`src/core/scp_pkg.sv`:
```
package scp_pkg;

  // ----------------------------------------------------------------
  // Register offsets
  // ----------------------------------------------------------------
  localparam logic [2:0] ADDR_CTRL_A = 3'h0;
  localparam logic [2:0] ADDR_CTRL_B = 3'h1;
  localparam logic [2:0] ADDR_IRQ_EN = 3'h2;
  localparam logic [2:0] ADDR_FLAGS = 3'h3;
  localparam logic [2:0] ADDR_DATA = 3'h4;

  // ----------------------------------------------------------------
  // Field positions
  // ----------------------------------------------------------------
  localparam int CA_ORDER = 6;
  localparam int CA_ENABLE = 0;
  localparam int CB_BUF = 7;
  localparam int CB_WFR = 6;
  localparam int CB_MODE_LO = 0;
  localparam int IE_RXC = 7;
  localparam int IE_TXC = 6;
  localparam int IE_DRE = 5;
  localparam int IE_SS = 4;
  localparam int IE_BASIC = 0;
  localparam int FN_IF = 7;
  localparam int FN_WRITE_COLLISION_FLAG = 6;
  localparam int FB_RXC = 7;
  localparam int FB_TXC = 6;
  localparam int FB_DRE = 5;
  localparam int FB_SS = 4;
  localparam int FB_OVF = 0;
  // Mode field: bit 1 idle-high clock, bit 0 setup on leading edge
  localparam int MODE_IDLE_HIGH = 1;
  localparam int MODE_SETUP_LEAD = 0;

  // ----------------------------------------------------------------
  // Writable masks and reset values
  // ----------------------------------------------------------------
  localparam logic [7:0] CTRL_A_MASK = 8'h77;
  localparam logic [7:0] CTRL_B_MASK = 8'hC7;
  localparam logic [7:0] IRQ_EN_MASK = 8'hF1;
  localparam logic [7:0] CTRL_A_RST = 8'h00;
  localparam logic [7:0] CTRL_B_RST = 8'h00;
  localparam logic [7:0] IRQ_EN_RST = 8'h00;
  localparam logic [7:0] DATA_RST = 8'h00;
  localparam logic [2:0] LAST_BIT = 3'h7;
  localparam logic [1:0] RX_DEPTH = 2'h2;

  typedef enum logic [0:0] {ST_IDLE, ST_SHIFT} scp_state_t;

  // Shift one bit into a byte in the chosen bit order
  function automatic logic [7:0] scp_shift(input logic [7:0] sr, input logic b,
                                           input logic lsb_first);
    scp_shift = lsb_first ? {b, sr[7:1]} : {sr[6:0], b};
  endfunction : scp_shift

endpackage : scp_pkg

```
`src/core/scp_sync.sv`:
```
`timescale 1ns/1ps
`default_nettype none
// ------------------------------------------------------------------
// Two-flop synchroniser for pin inputs
// ------------------------------------------------------------------
module scp_sync
  import scp_pkg::*;
#(
  parameter int W = 3
) (
  input wire logic clk,
  input wire logic rst,
  input wire logic [W-1:0] async_in,
  output logic [W-1:0] sync_out
);
  logic [W-1:0] meta_q;

  // First stage feeds only the second; reset value idle-high suits select
  always_ff @(posedge clk) begin
    if (rst) begin
      meta_q <= '1;
      sync_out <= '1;
    end else begin
      meta_q <= async_in;
      sync_out <= meta_q;
    end
  end
endmodule : scp_sync
`default_nettype wire

```
`src/core/scp_port.sv`:
```
// Operation
// - Wait-for-receive: first byte loads shift register next cycle
// - Write to full transmit buffer is discarded
// - Byte done: pending buffer copied to shift register
// - Flag timing same for both wait settings
// - Empty flag drops on write, rises on reload
// - Receive flag after empty, transfer-complete one later
// - Select, MOSI, SCK always inputs in client mode
// - Selected: shift out on MISO if direction output
// - Deselected: ignore data, MISO released
// - Select high resets engine, aborts transfer
// - Four modes, launch and capture opposite edges
// - Mode encodes idle level and sample edge
// - Leading edge first, trailing edge last
// - Serial clock level event, two-cycle minimum; the event follows the synchronised SCK, with no stretching to two cycles
// - No incoming events consumed
// - Interrupt sources differ normal versus buffered
// - Flags set regardless of enable
// - Each buffered source has own enable bit; normal sources share one
// - Request held while flag set and enabled
// - Bit order: 0 MSB first, 1 LSB first
`timescale 1ns/1ps
`default_nettype none
module scp_port
  import scp_pkg::*;
(
  input wire logic REF_CLK,
  input wire logic RST,
  input wire logic [2:0] REG_ADDR,
  input wire logic [7:0] REG_WDATA,
  input wire logic REG_WR,
  input wire logic REG_RD,
  output logic [7:0] REG_RDATA,
  input wire logic SCK,
  input wire logic SS_N,
  input wire logic MOSI,
  input wire logic MISO_DIR_OUT,
  output logic MISO_O,
  output logic MISO_OE,
  output logic IRQ,
  output logic SCK_EVENT
);
  // ----------------------------------------------------------------
  // Pin synchronisation
  // ----------------------------------------------------------------
  logic [2:0] pins_s;
  logic sck_s, ss_n_s, mosi_s;

  // Pins are only ever sampled, never driven
  scp_sync #(.W(3)) u_sync (
    .clk(REF_CLK),
    .rst(RST),
    .async_in({SCK, SS_N, MOSI}),
    .sync_out(pins_s)
  );
  assign sck_s = pins_s[2];
  assign ss_n_s = pins_s[1];
  assign mosi_s = pins_s[0];

  // ----------------------------------------------------------------
  // State
  // ----------------------------------------------------------------
  logic [7:0] ctrl_a_q, ctrl_b_q, irq_en_q;
  logic [7:0] tx_sr_q, rx_sr_q, tx_buf_q, rx0_q, rx1_q;
  logic [1:0] rx_cnt_q;
  logic [2:0] bit_cnt_q;
  logic armed_q, sck_prev_q, ss_prev_q, sr_loaded_q;
  logic dre_q, rxc_q, txc_q, select_trigger_flag_q, ovf_q, if_q, write_collision_flag_q, clr_armed_q;
  logic done_p1_q, done_p2_q, last_p1_q, last_p2_q;
  scp_state_t state_q, state_d;

  // ----------------------------------------------------------------
  // Decode
  // ----------------------------------------------------------------
  logic enable, buffered, wfr, lsb_first, cpol, cpha;
  logic sck_edge, lead_edge, sample_edge, setup_edge, selected, done, busy;
  logic wr_a, wr_b, wr_ie, wr_fl, wr_data, rd_fl, rd_data;
  logic pop, push, tx_direct, clr_normal;
  logic [7:0] rx_byte_d;

  assign enable = ctrl_a_q[CA_ENABLE];
  assign lsb_first = ctrl_a_q[CA_ORDER];
  assign buffered = ctrl_b_q[CB_BUF];
  assign wfr = ctrl_b_q[CB_WFR];
  assign cpol = ctrl_b_q[CB_MODE_LO + MODE_IDLE_HIGH];
  assign cpha = ctrl_b_q[CB_MODE_LO + MODE_SETUP_LEAD];
  // Leading edge leaves the idle level, trailing edge returns to it
  assign sck_edge = sck_s != sck_prev_q;
  assign lead_edge = sck_edge && (sck_s != cpol);
  // Capture and launch always sit on opposite edges
  assign sample_edge = sck_edge && (lead_edge ^ cpha);
  assign setup_edge = sck_edge && !(lead_edge ^ cpha);
  assign selected = enable && !ss_n_s && (state_q == ST_SHIFT);
  assign done = selected && sample_edge && (bit_cnt_q == LAST_BIT);
  assign busy = selected && ((bit_cnt_q != 3'h0) || armed_q);
  assign rx_byte_d = scp_shift(rx_sr_q, mosi_s, lsb_first);

  assign wr_a = REG_WR && (REG_ADDR == ADDR_CTRL_A);
  assign wr_b = REG_WR && (REG_ADDR == ADDR_CTRL_B);
  assign wr_ie = REG_WR && (REG_ADDR == ADDR_IRQ_EN);
  assign wr_fl = REG_WR && (REG_ADDR == ADDR_FLAGS);
  assign wr_data = REG_WR && (REG_ADDR == ADDR_DATA);
  assign rd_fl = REG_RD && (REG_ADDR == ADDR_FLAGS);
  assign rd_data = REG_RD && (REG_ADDR == ADDR_DATA);
  assign pop = rd_data && buffered && (rx_cnt_q != 2'h0);
  assign push = done;
  // First write with select high bypasses the buffer in wait mode
  assign tx_direct = buffered && wfr && ss_n_s && !sr_loaded_q && !dre_q;
  // Normal flags clear on a data access after flags were read while set
  assign clr_normal = (wr_data || rd_data) && clr_armed_q;

  // ----------------------------------------------------------------
  // Engine state machine
  // ----------------------------------------------------------------
  // Deselect drops straight to idle, whatever the bit position
  always_comb begin
    state_d = state_q;
    case (state_q)
      ST_IDLE: begin
        if (enable && !ss_n_s) begin
          state_d = ST_SHIFT;
        end
      end
      ST_SHIFT: begin
        if (ss_n_s || !enable) begin
          state_d = ST_IDLE;
        end
      end
      default: begin
        state_d = ST_IDLE;
      end
    endcase
  end

  // Bit counter and receive shifter; deselect discards partial bits
  always_ff @(posedge REF_CLK) begin
    if (RST) begin
      state_q <= ST_IDLE;
      bit_cnt_q <= 3'h0;
      rx_sr_q <= DATA_RST;
      armed_q <= 1'b0;
      // Matches the synchroniser's reset level, so no false edge follows reset
      sck_prev_q <= 1'b1;
      ss_prev_q <= 1'b1;
    end else begin
      state_q <= state_d;
      sck_prev_q <= sck_s;
      ss_prev_q <= ss_n_s;
      if (!selected) begin
        bit_cnt_q <= 3'h0;
        armed_q <= 1'b0;
      end else if (sample_edge) begin
        bit_cnt_q <= bit_cnt_q + 3'h1;
        rx_sr_q <= rx_byte_d;
        armed_q <= !done;
      end else if (setup_edge) begin
        armed_q <= 1'b0;
      end
    end
  end

  // ----------------------------------------------------------------
  // Transmit path
  // ----------------------------------------------------------------
  // Shift register: direct write, reload at byte end, or shift out
  always_ff @(posedge REF_CLK) begin
    if (RST) begin
      tx_sr_q <= DATA_RST;
      tx_buf_q <= DATA_RST;
      dre_q <= 1'b1;
      sr_loaded_q <= 1'b0;
    end else begin
      if (done && buffered) begin
        if (!dre_q) begin
          tx_sr_q <= tx_buf_q;
          dre_q <= 1'b1;
          sr_loaded_q <= 1'b1;
        end else begin
          sr_loaded_q <= 1'b0;
        end
      end else if (tx_direct) begin
        tx_sr_q <= tx_buf_q;
        dre_q <= 1'b1;
        sr_loaded_q <= 1'b1;
      end else if (wr_data && !buffered && !busy) begin
        tx_sr_q <= REG_WDATA;
      end else if (selected && setup_edge && armed_q) begin
        tx_sr_q <= scp_shift(tx_sr_q, 1'b0, lsb_first);
      end
      if (wr_data && buffered && dre_q) begin
        tx_buf_q <= REG_WDATA;
        dre_q <= 1'b0;
      end
      if (!buffered) begin
        sr_loaded_q <= 1'b0;
      end
    end
  end

  // ----------------------------------------------------------------
  // Receive stages
  // ----------------------------------------------------------------
  // Two stages in buffered mode, one overwritten stage in normal mode
  always_ff @(posedge REF_CLK) begin
    if (RST) begin
      rx0_q <= DATA_RST;
      rx1_q <= DATA_RST;
      rx_cnt_q <= 2'h0;
    end else if (!buffered) begin
      rx_cnt_q <= 2'h0;
      if (push) begin
        rx0_q <= rx_byte_d;
      end
    end else if (push && pop) begin
      rx0_q <= (rx_cnt_q == 2'h2) ? rx1_q : rx_byte_d;
      rx1_q <= rx_byte_d;
    end else if (pop) begin
      rx0_q <= rx1_q;
      rx_cnt_q <= rx_cnt_q - 2'h1;
    end else if (push && rx_cnt_q != RX_DEPTH) begin
      if (rx_cnt_q == 2'h0) begin
        rx0_q <= rx_byte_d;
      end else begin
        rx1_q <= rx_byte_d;
      end
      rx_cnt_q <= rx_cnt_q + 2'h1;
    end
  end

  // ----------------------------------------------------------------
  // Flags
  // ----------------------------------------------------------------
  // Byte-end pipeline spaces empty, receive and complete one apart
  always_ff @(posedge REF_CLK) begin
    if (RST) begin
      done_p1_q <= 1'b0;
      done_p2_q <= 1'b0;
      last_p1_q <= 1'b0;
      last_p2_q <= 1'b0;
    end else begin
      done_p1_q <= done && buffered;
      done_p2_q <= done_p1_q;
      last_p1_q <= done && buffered && dre_q;
      last_p2_q <= last_p1_q;
    end
  end

  // Set wins over clear; flags set whatever the enables say
  always_ff @(posedge REF_CLK) begin
    if (RST) begin
      rxc_q <= 1'b0;
      txc_q <= 1'b0;
      select_trigger_flag_q <= 1'b0;
      ovf_q <= 1'b0;
      if_q <= 1'b0;
      write_collision_flag_q <= 1'b0;
      clr_armed_q <= 1'b0;
    end else begin
      if (done_p1_q) begin
        rxc_q <= 1'b1;
      end else if ((wr_fl && REG_WDATA[FB_RXC]) || (pop && rx_cnt_q == 2'h1)) begin
        rxc_q <= 1'b0;
      end
      if (done_p2_q && last_p2_q) begin
        txc_q <= 1'b1;
      end else if (wr_fl && REG_WDATA[FB_TXC]) begin
        txc_q <= 1'b0;
      end
      if (buffered && !ss_n_s && ss_prev_q) begin
        select_trigger_flag_q <= 1'b1;
      end else if (wr_fl && REG_WDATA[FB_SS]) begin
        select_trigger_flag_q <= 1'b0;
      end
      if (push && buffered && rx_cnt_q == RX_DEPTH && !pop) begin
        ovf_q <= 1'b1;
      end else if (wr_fl && REG_WDATA[FB_OVF]) begin
        ovf_q <= 1'b0;
      end
      if (done && !buffered) begin
        if_q <= 1'b1;
      end else if (clr_normal) begin
        if_q <= 1'b0;
      end
      if (wr_data && !buffered && busy) begin
        write_collision_flag_q <= 1'b1;
      end else if (clr_normal) begin
        write_collision_flag_q <= 1'b0;
      end
      if (rd_fl && (if_q || write_collision_flag_q)) begin
        clr_armed_q <= 1'b1;
      end else if (clr_normal) begin
        clr_armed_q <= 1'b0;
      end
    end
  end

  // ----------------------------------------------------------------
  // Register bus and outputs
  // ----------------------------------------------------------------
  logic [7:0] flags_view, rd_mux;
  logic irq_d;

  assign flags_view = buffered ?
    {rxc_q, txc_q, dre_q, select_trigger_flag_q, 3'h0, ovf_q} : {if_q, write_collision_flag_q, 6'h00};
  assign rd_mux = (REG_ADDR == ADDR_CTRL_A) ? ctrl_a_q :
                  (REG_ADDR == ADDR_CTRL_B) ? ctrl_b_q :
                  (REG_ADDR == ADDR_IRQ_EN) ? irq_en_q :
                  (REG_ADDR == ADDR_FLAGS) ? flags_view :
                  (REG_ADDR == ADDR_DATA) ? rx0_q : 8'h00;
  // One vector; sources chosen by mode, buffered ones each gated by its own enable, normal ones by one shared enable
  assign irq_d = buffered ?
    ((rxc_q && irq_en_q[IE_RXC]) || (txc_q && irq_en_q[IE_TXC]) ||
     (dre_q && irq_en_q[IE_DRE]) || (select_trigger_flag_q && irq_en_q[IE_SS])) :
    ((if_q || write_collision_flag_q) && irq_en_q[IE_BASIC]);

  // Control registers and registered read data, zero outside a read
  always_ff @(posedge REF_CLK) begin
    if (RST) begin
      ctrl_a_q <= CTRL_A_RST;
      ctrl_b_q <= CTRL_B_RST;
      irq_en_q <= IRQ_EN_RST;
      REG_RDATA <= 8'h00;
    end else begin
      if (wr_a) begin
        ctrl_a_q <= REG_WDATA & CTRL_A_MASK;
      end
      if (wr_b) begin
        ctrl_b_q <= REG_WDATA & CTRL_B_MASK;
      end
      if (wr_ie) begin
        irq_en_q <= REG_WDATA & IRQ_EN_MASK;
      end
      REG_RDATA <= REG_RD ? rd_mux : 8'h00;
    end
  end

  // Pin and request outputs all from flops; event is the only outbound
  // event, nothing is consumed from an event system
  always_ff @(posedge REF_CLK) begin
    if (RST) begin
      MISO_O <= 1'b0;
      MISO_OE <= 1'b0;
      IRQ <= 1'b0;
      SCK_EVENT <= 1'b0;
    end else begin
      MISO_OE <= selected && MISO_DIR_OUT;
      MISO_O <= lsb_first ? tx_sr_q[0] : tx_sr_q[7];
      IRQ <= irq_d;
      // Follows the synchronised clock, so each level lasts as long as the synchronised SCK level
      SCK_EVENT <= sck_s;
    end
  end

  // ----------------------------------------------------------------
  // Checks
  // ----------------------------------------------------------------
  chk_empty_drop: assert property (@(posedge REF_CLK) disable iff (RST)
    wr_data && buffered && dre_q && !done |=> !dre_q)
    else $error("empty flag did not drop on buffer write");
  chk_full_discard: assert property (@(posedge REF_CLK) disable iff (RST)
    wr_data && buffered && !dre_q |=> $stable(tx_buf_q))
    else $error("write to full buffer changed it");
  chk_first_direct: assert property (@(posedge REF_CLK) disable iff (RST)
    tx_direct && !(done && buffered) |=> tx_sr_q == $past(tx_buf_q) && dre_q)
    else $error("first byte not moved to shift register");
  chk_reload_done: assert property (@(posedge REF_CLK) disable iff (RST)
    done && buffered && !dre_q |=> tx_sr_q == $past(tx_buf_q))
    else $error("buffer not reloaded at byte end");
  chk_rxc_order: assert property (@(posedge REF_CLK) disable iff (RST)
    done && buffered |-> ##2 rxc_q)
    else $error("receive flag late");
  chk_txc_order: assert property (@(posedge REF_CLK) disable iff (RST)
    done && buffered && dre_q |-> ##1 !done_p2_q ##2 txc_q)
    else $error("transfer complete flag late");
  chk_deselect_abort: assert property (@(posedge REF_CLK) disable iff (RST)
    ss_n_s |=> bit_cnt_q == 3'h0 ##1 !MISO_OE)
    else $error("deselect did not abort");
  chk_irq_hold: assert property (@(posedge REF_CLK) disable iff (RST)
    buffered && rxc_q && irq_en_q[IE_RXC] && !wr_b && !wr_ie ##1 rxc_q |=> IRQ)
    else $error("request not held while flag set");
  chk_ovf_set: assert property (@(posedge REF_CLK) disable iff (RST)
    push && buffered && rx_cnt_q == RX_DEPTH && !pop |=> ovf_q)
    else $error("overflow flag not set");
  cov_buf_byte: cover property (@(posedge REF_CLK) disable iff (RST) done && buffered);
  cov_collision: cover property (@(posedge REF_CLK) disable iff (RST) $rose(write_collision_flag_q));
  cov_overflow: cover property (@(posedge REF_CLK) disable iff (RST) $rose(ovf_q));
  cov_abort: cover property (@(posedge REF_CLK) disable iff (RST) busy ##1 ss_n_s);

endmodule : scp_port
`default_nettype wire

```
`config.mk`:
```
export PLATFORM = sky130hd
export DESIGN_NAME = scp_port
export DESIGN_NICKNAME = d
export VERILOG_FILES = /design/src/core/scp_pkg.sv /design/src/core/scp_sync.sv /design/src/core/scp_port.sv
export SDC_FILE = /design/constraint.sdc
export NUM_CORES = 1
export LEC_CHECK = 0
export BUFFER_PORTS_ARGS = -buffer_cell sky130_fd_sc_hd__buf_2
export CAP_MARGIN = 20
export CORE_ASPECT_RATIO = 1.25
export CORE_UTILIZATION = 45
export CTS_CLUSTER_SIZE = 24
export DETAILED_ROUTE_END_ITERATION = 8
export GPL_TIMING_DRIVEN = 1
export PLACE_DENSITY = 0.65
export SLEW_MARGIN = 15
export SYNTH_ARGS = -nofsm -noshare
export SYNTH_HDL_FRONTEND = slang
export SYNTH_SLANG_ARGS = --single-unit
```
`constraint.sdc`:
```
create_clock -name REF_CLK -period 2.2 [get_ports REF_CLK]
set_input_delay 0.11 -clock REF_CLK [delete_from_list [all_inputs] [get_ports REF_CLK]]
set_output_delay 0.11 -clock REF_CLK [all_outputs]
set_load 0.01 [all_outputs]
```
==> flow_metrics.env <==
export IMPL_status="complete, no violations"
export IMPL_fp_dieH_um=113
export IMPL_grt_pass1_wl_um=18600
export IMPL_dp_cells=647
export IMPL_worstSetupEndpointType="flip-flop"
export IMPL_postCtsSetupBuffers=0
export IMPL_p_comb_share_pct=5.0
export IMPL_p_clk_share_pct=49.7
export IMPL_grt_max_degree=29
export IMPL_path_buf_inv=2
export IMPL_io_pins=31
export IMPL_start_kind="flip-flop"
export IMPL_first_pass_iters=5
export IMPL_portBuffers=30
export IMPL_rows=40
export IMPL_clock_fmax_mhz=483
export IMPL_power_net_switching_w=0.000816
export IMPL_vias=3838
export IMPL_ys_ff_latch=96
export IMPL_setup_viol=0
export IMPL_skew_ps=8.37
export IMPL_worstHoldPathType="in -> reg"
export IMPL_syn_inst=490
export IMPL_hpwl_um=8100
export IMPL_cts_resized=0
export IMPL_highest_signal_layer="met4"
export IMPL_powerDensity_nw_per_um2=741
export IMPL_wl_um=11500
export IMPL_holdWs_ps=53.8
export IMPL_finalHoldViolations=0
export IMPL_critPathRequiredTime_ps=2480
export IMPL_route_met3_wl_um=576
export IMPL_n_antenna_cell=0
export IMPL_routedWlPerCell_um=17.3
export IMPL_post_route_period_util_pct=94.0
export IMPL_globalRouteTotalUtil_pct=23.4
export IMPL_design_die_area_um2=10300
export IMPL_start_util_pct=46.2
export IMPL_slew_headroom_pct=41.8
export IMPL_slowest_delay_ps=450
export IMPL_rsz0062_at_grt="yes"
export IMPL_core_um2=9610
export IMPL_synth_seq_area_share_pct=43.3
export IMPL_cpLargestDelayFamily="simple AND/OR/NAND/NOR gates"
export IMPL_cts_root_buf="clkbuf_16"
export IMPL_layout_drive_gt1_share_pct=19.0
export IMPL_period_needed_ps=2070
export IMPL_cts_clk_slew_worst_paths_ps=70
export IMPL_cts_sinks=96
export IMPL_max_cap_violations=0
export IMPL_ys_async_sr_fraction_pct=0
export IMPL_clkLatencyLatePin_ps=350
export IMPL_slowest_stage="or3b_2"
export IMPL_clk_path_buf_depth=2
export IMPL_leakage_nw=2.06
export IMPL_wl_met1_um=4990
export IMPL_synthDistinctLibCells=54
export IMPL_dieWidth_um=90.8
export IMPL_htreeDepth=3
export IMPL_finalNonFillerCells=667
export IMPL_p_int_w=0.00310
export IMPL_ant_nets=0
export IMPL_swShare_pct=20.8
export IMPL_synth_ff_type="dfxtp_1"
export IMPL_slew_viol_final=0
export IMPL_drc=0
export IMPL_antenna_found_initial=0
export IMPL_worstPathMaxFanout=16
export IMPL_gp_congestion=0.861
export IMPL_drt_iter0_markers=281
export IMPL_nNetsFinal=561
export IMPL_syn_area_per_cell_um2=9.06
export IMPL_synth_edf_count=0
export IMPL_layout_common_cells="dfxtp_1 (96), nor2_1 (69), mux2i_1 (40)"
export IMPL_worstMarginPinSlew_ps=872
export IMPL_via_per_inst=5.75
export IMPL_final_common_cell="dfxtp_1"
export IMPL_path_class="reg -> reg"
export IMPL_areaGrowthSynthToFinish_pct=19.1
export IMPL_crit_chain="inv_1 -> ha_1 -> or3b_1 -> a211oi_2 -> buf_4 -> or3b_2 -> a311o_1 -> mux2i_1"
export IMPL_arrival_ps=2350
export IMPL_cts_tree="yes"
export IMPL_cts_buffers=9
export IMPL_grt_pass1_vias=3557
export IMPL_vdd_drop_max_mv=0.367
export IMPL_met2_wirelength_um=5650
export IMPL_syn_area_um2=4440
export IMPL_yosys_warnings=0
export IMPL_pwr_share_seq_pct=45.3
export IMPL_overflow=0
export IMPL_synthesis_nets=515
[area by class of cell]
cell class	instances	area, um^2
Multi-Input combinational cell	355	2360
Inverter	10	37.5
Clock inverter	6	138
Sequential cell	96	1920
Clock buffer	10	239
Fill cell	873	4320
Tap cell	126	158
Timing Repair Buffer	64	428
[power groups by stage]
stage / registers (W) / logic, W / clock network [W]
final: 0.00177 / 0.000196 / 0.00195
after global routing: 0.00177 / 0.000213 / 0.00206
after global placement: 0.00181 / 0.000187 / 0
after detailed placement: 0.00181 / 0.000189 / 0
after floorplan: 0.00181 / 0.000119 / 0
after CTS: 0.00177 / 0.000196 / 0.00197
[stage by stage]
stage	util, %	setup slack (ps)	cell area, um^2	TNS (ps)	total power [W]
2_1_floorplan	-	143	4440	0	0.00192
3_3_place_gp	50.7	205	4870	0	0.00200
3_5_place_dp	50.7	139	4870	0	0.00200
4_1_cts	55.0	133	5290	0	0.00394
5_1_grt	55.0	-5.11	5290	-5.11	0.00405
6_report	55.0	131	5290	0	0.00392
[cell families after synthesis]
logic type	count (synthesis)	share of synthesized area [%]
compound gates	95	16.1
xor+xnor	1	0.197
fa+ha+maj	6	1.69
buf+inv	39	3.47
flops	96	43.3
mux	51	11.9
simple gates	202	23.3
[repair_timing]
action,CTS,global route
hold buffers,4,0
endpoints found under the setup margin,0,1
hold endpoints to repair,4,0
[synthesized netlist by cell type, types with 2 or more instances]
library cell	instances	share of area, %
dfxtp_1	96	43
inv_1	10	0.85
nor3_1	36	4.1
nor2_1	69	5.8
a21oi_1	23	2.6
a311o_1	8	1.8
nand4b_1	2	0.39
mux2_2	10	2.5
o211ai_1	7	1.2
clkbuf_1	22	1.9
nor2b_1	15	2.1
and3b_1	2	0.39
o22a_1	3	0.59
nand2_1	22	1.9
nand4_1	4	0.56
mux2i_1	40	9.0
buf_1	3	0.25
o31ai_1	2	0.34
a32oi_1	4	0.79
buf_2	3	0.34
ha_1	6	1.7
nand3_1	7	0.79
and3_1	3	0.42
nand2b_1	12	1.7
o2bb2ai_1	8	1.6
nand3b_1	6	1.0
a21o_1	2	0.34
nor3b_2	2	0.56
o21ai_0	6	0.68
a211o_1	7	1.4
nor4_1	6	0.85
a22oi_1	7	1.2
or2_2	8	1.1
a31oi_1	9	1.3
[routing by layer]
layer | vias to the layer above | track usage [%]
li1 | 1868 | -
met1 | 1822 | 29.0
met2 | 124 | 39.5
met4 | 0 | 9.42
met3 | 24 | 5.11
met5 | - | 0
[worst register-to-register path: stages (launching register included)]
cell      delay (ps)
dfxtp_1          360
inv_1             80
ha_1             180
or3b_1           190
a211oi_2          80
buf_4            200
or3b_2           450
a311o_1          350
mux2i_1          120
[path summary, 6_finish.rpt]
check	start	to	slack, ps	cells after the start
setup / recovery	bit_cnt_q[0]$_SDFFE_PP0P_	tx_sr_q[7]$_SDFFE_PP0P_	130	8
hold / removal	REG_WDATA[3]	tx_buf_q[3]$_SDFFE_PP0P_	50	3
setup reg to reg	bit_cnt_q[0]$_SDFFE_PP0P_	tx_sr_q[7]$_SDFFE_PP0P_	130	8
hold reg to reg	u_sync.meta_q[0]$_SDFF_PP1_	u_sync.sync_out[0]$_SDFF_PP1_	410	1
[flip-flops by register name, summed over array words and instances, names as in the netlist, 2 cells and up]
name	count
REG_RDATA	8
tx_buf_q	8
rx_sr_q	8
irq_en_q	5
ctrl_b_q	5
u_sync.sync_out	3
tx_sr_q	8
rx_cnt_q	2
u_sync.meta_q	3
rx0_q	8
rx1_q	8
bit_cnt_q	3
ctrl_a_q	6
Note: power is estimated with default switching activity, not from simulation.
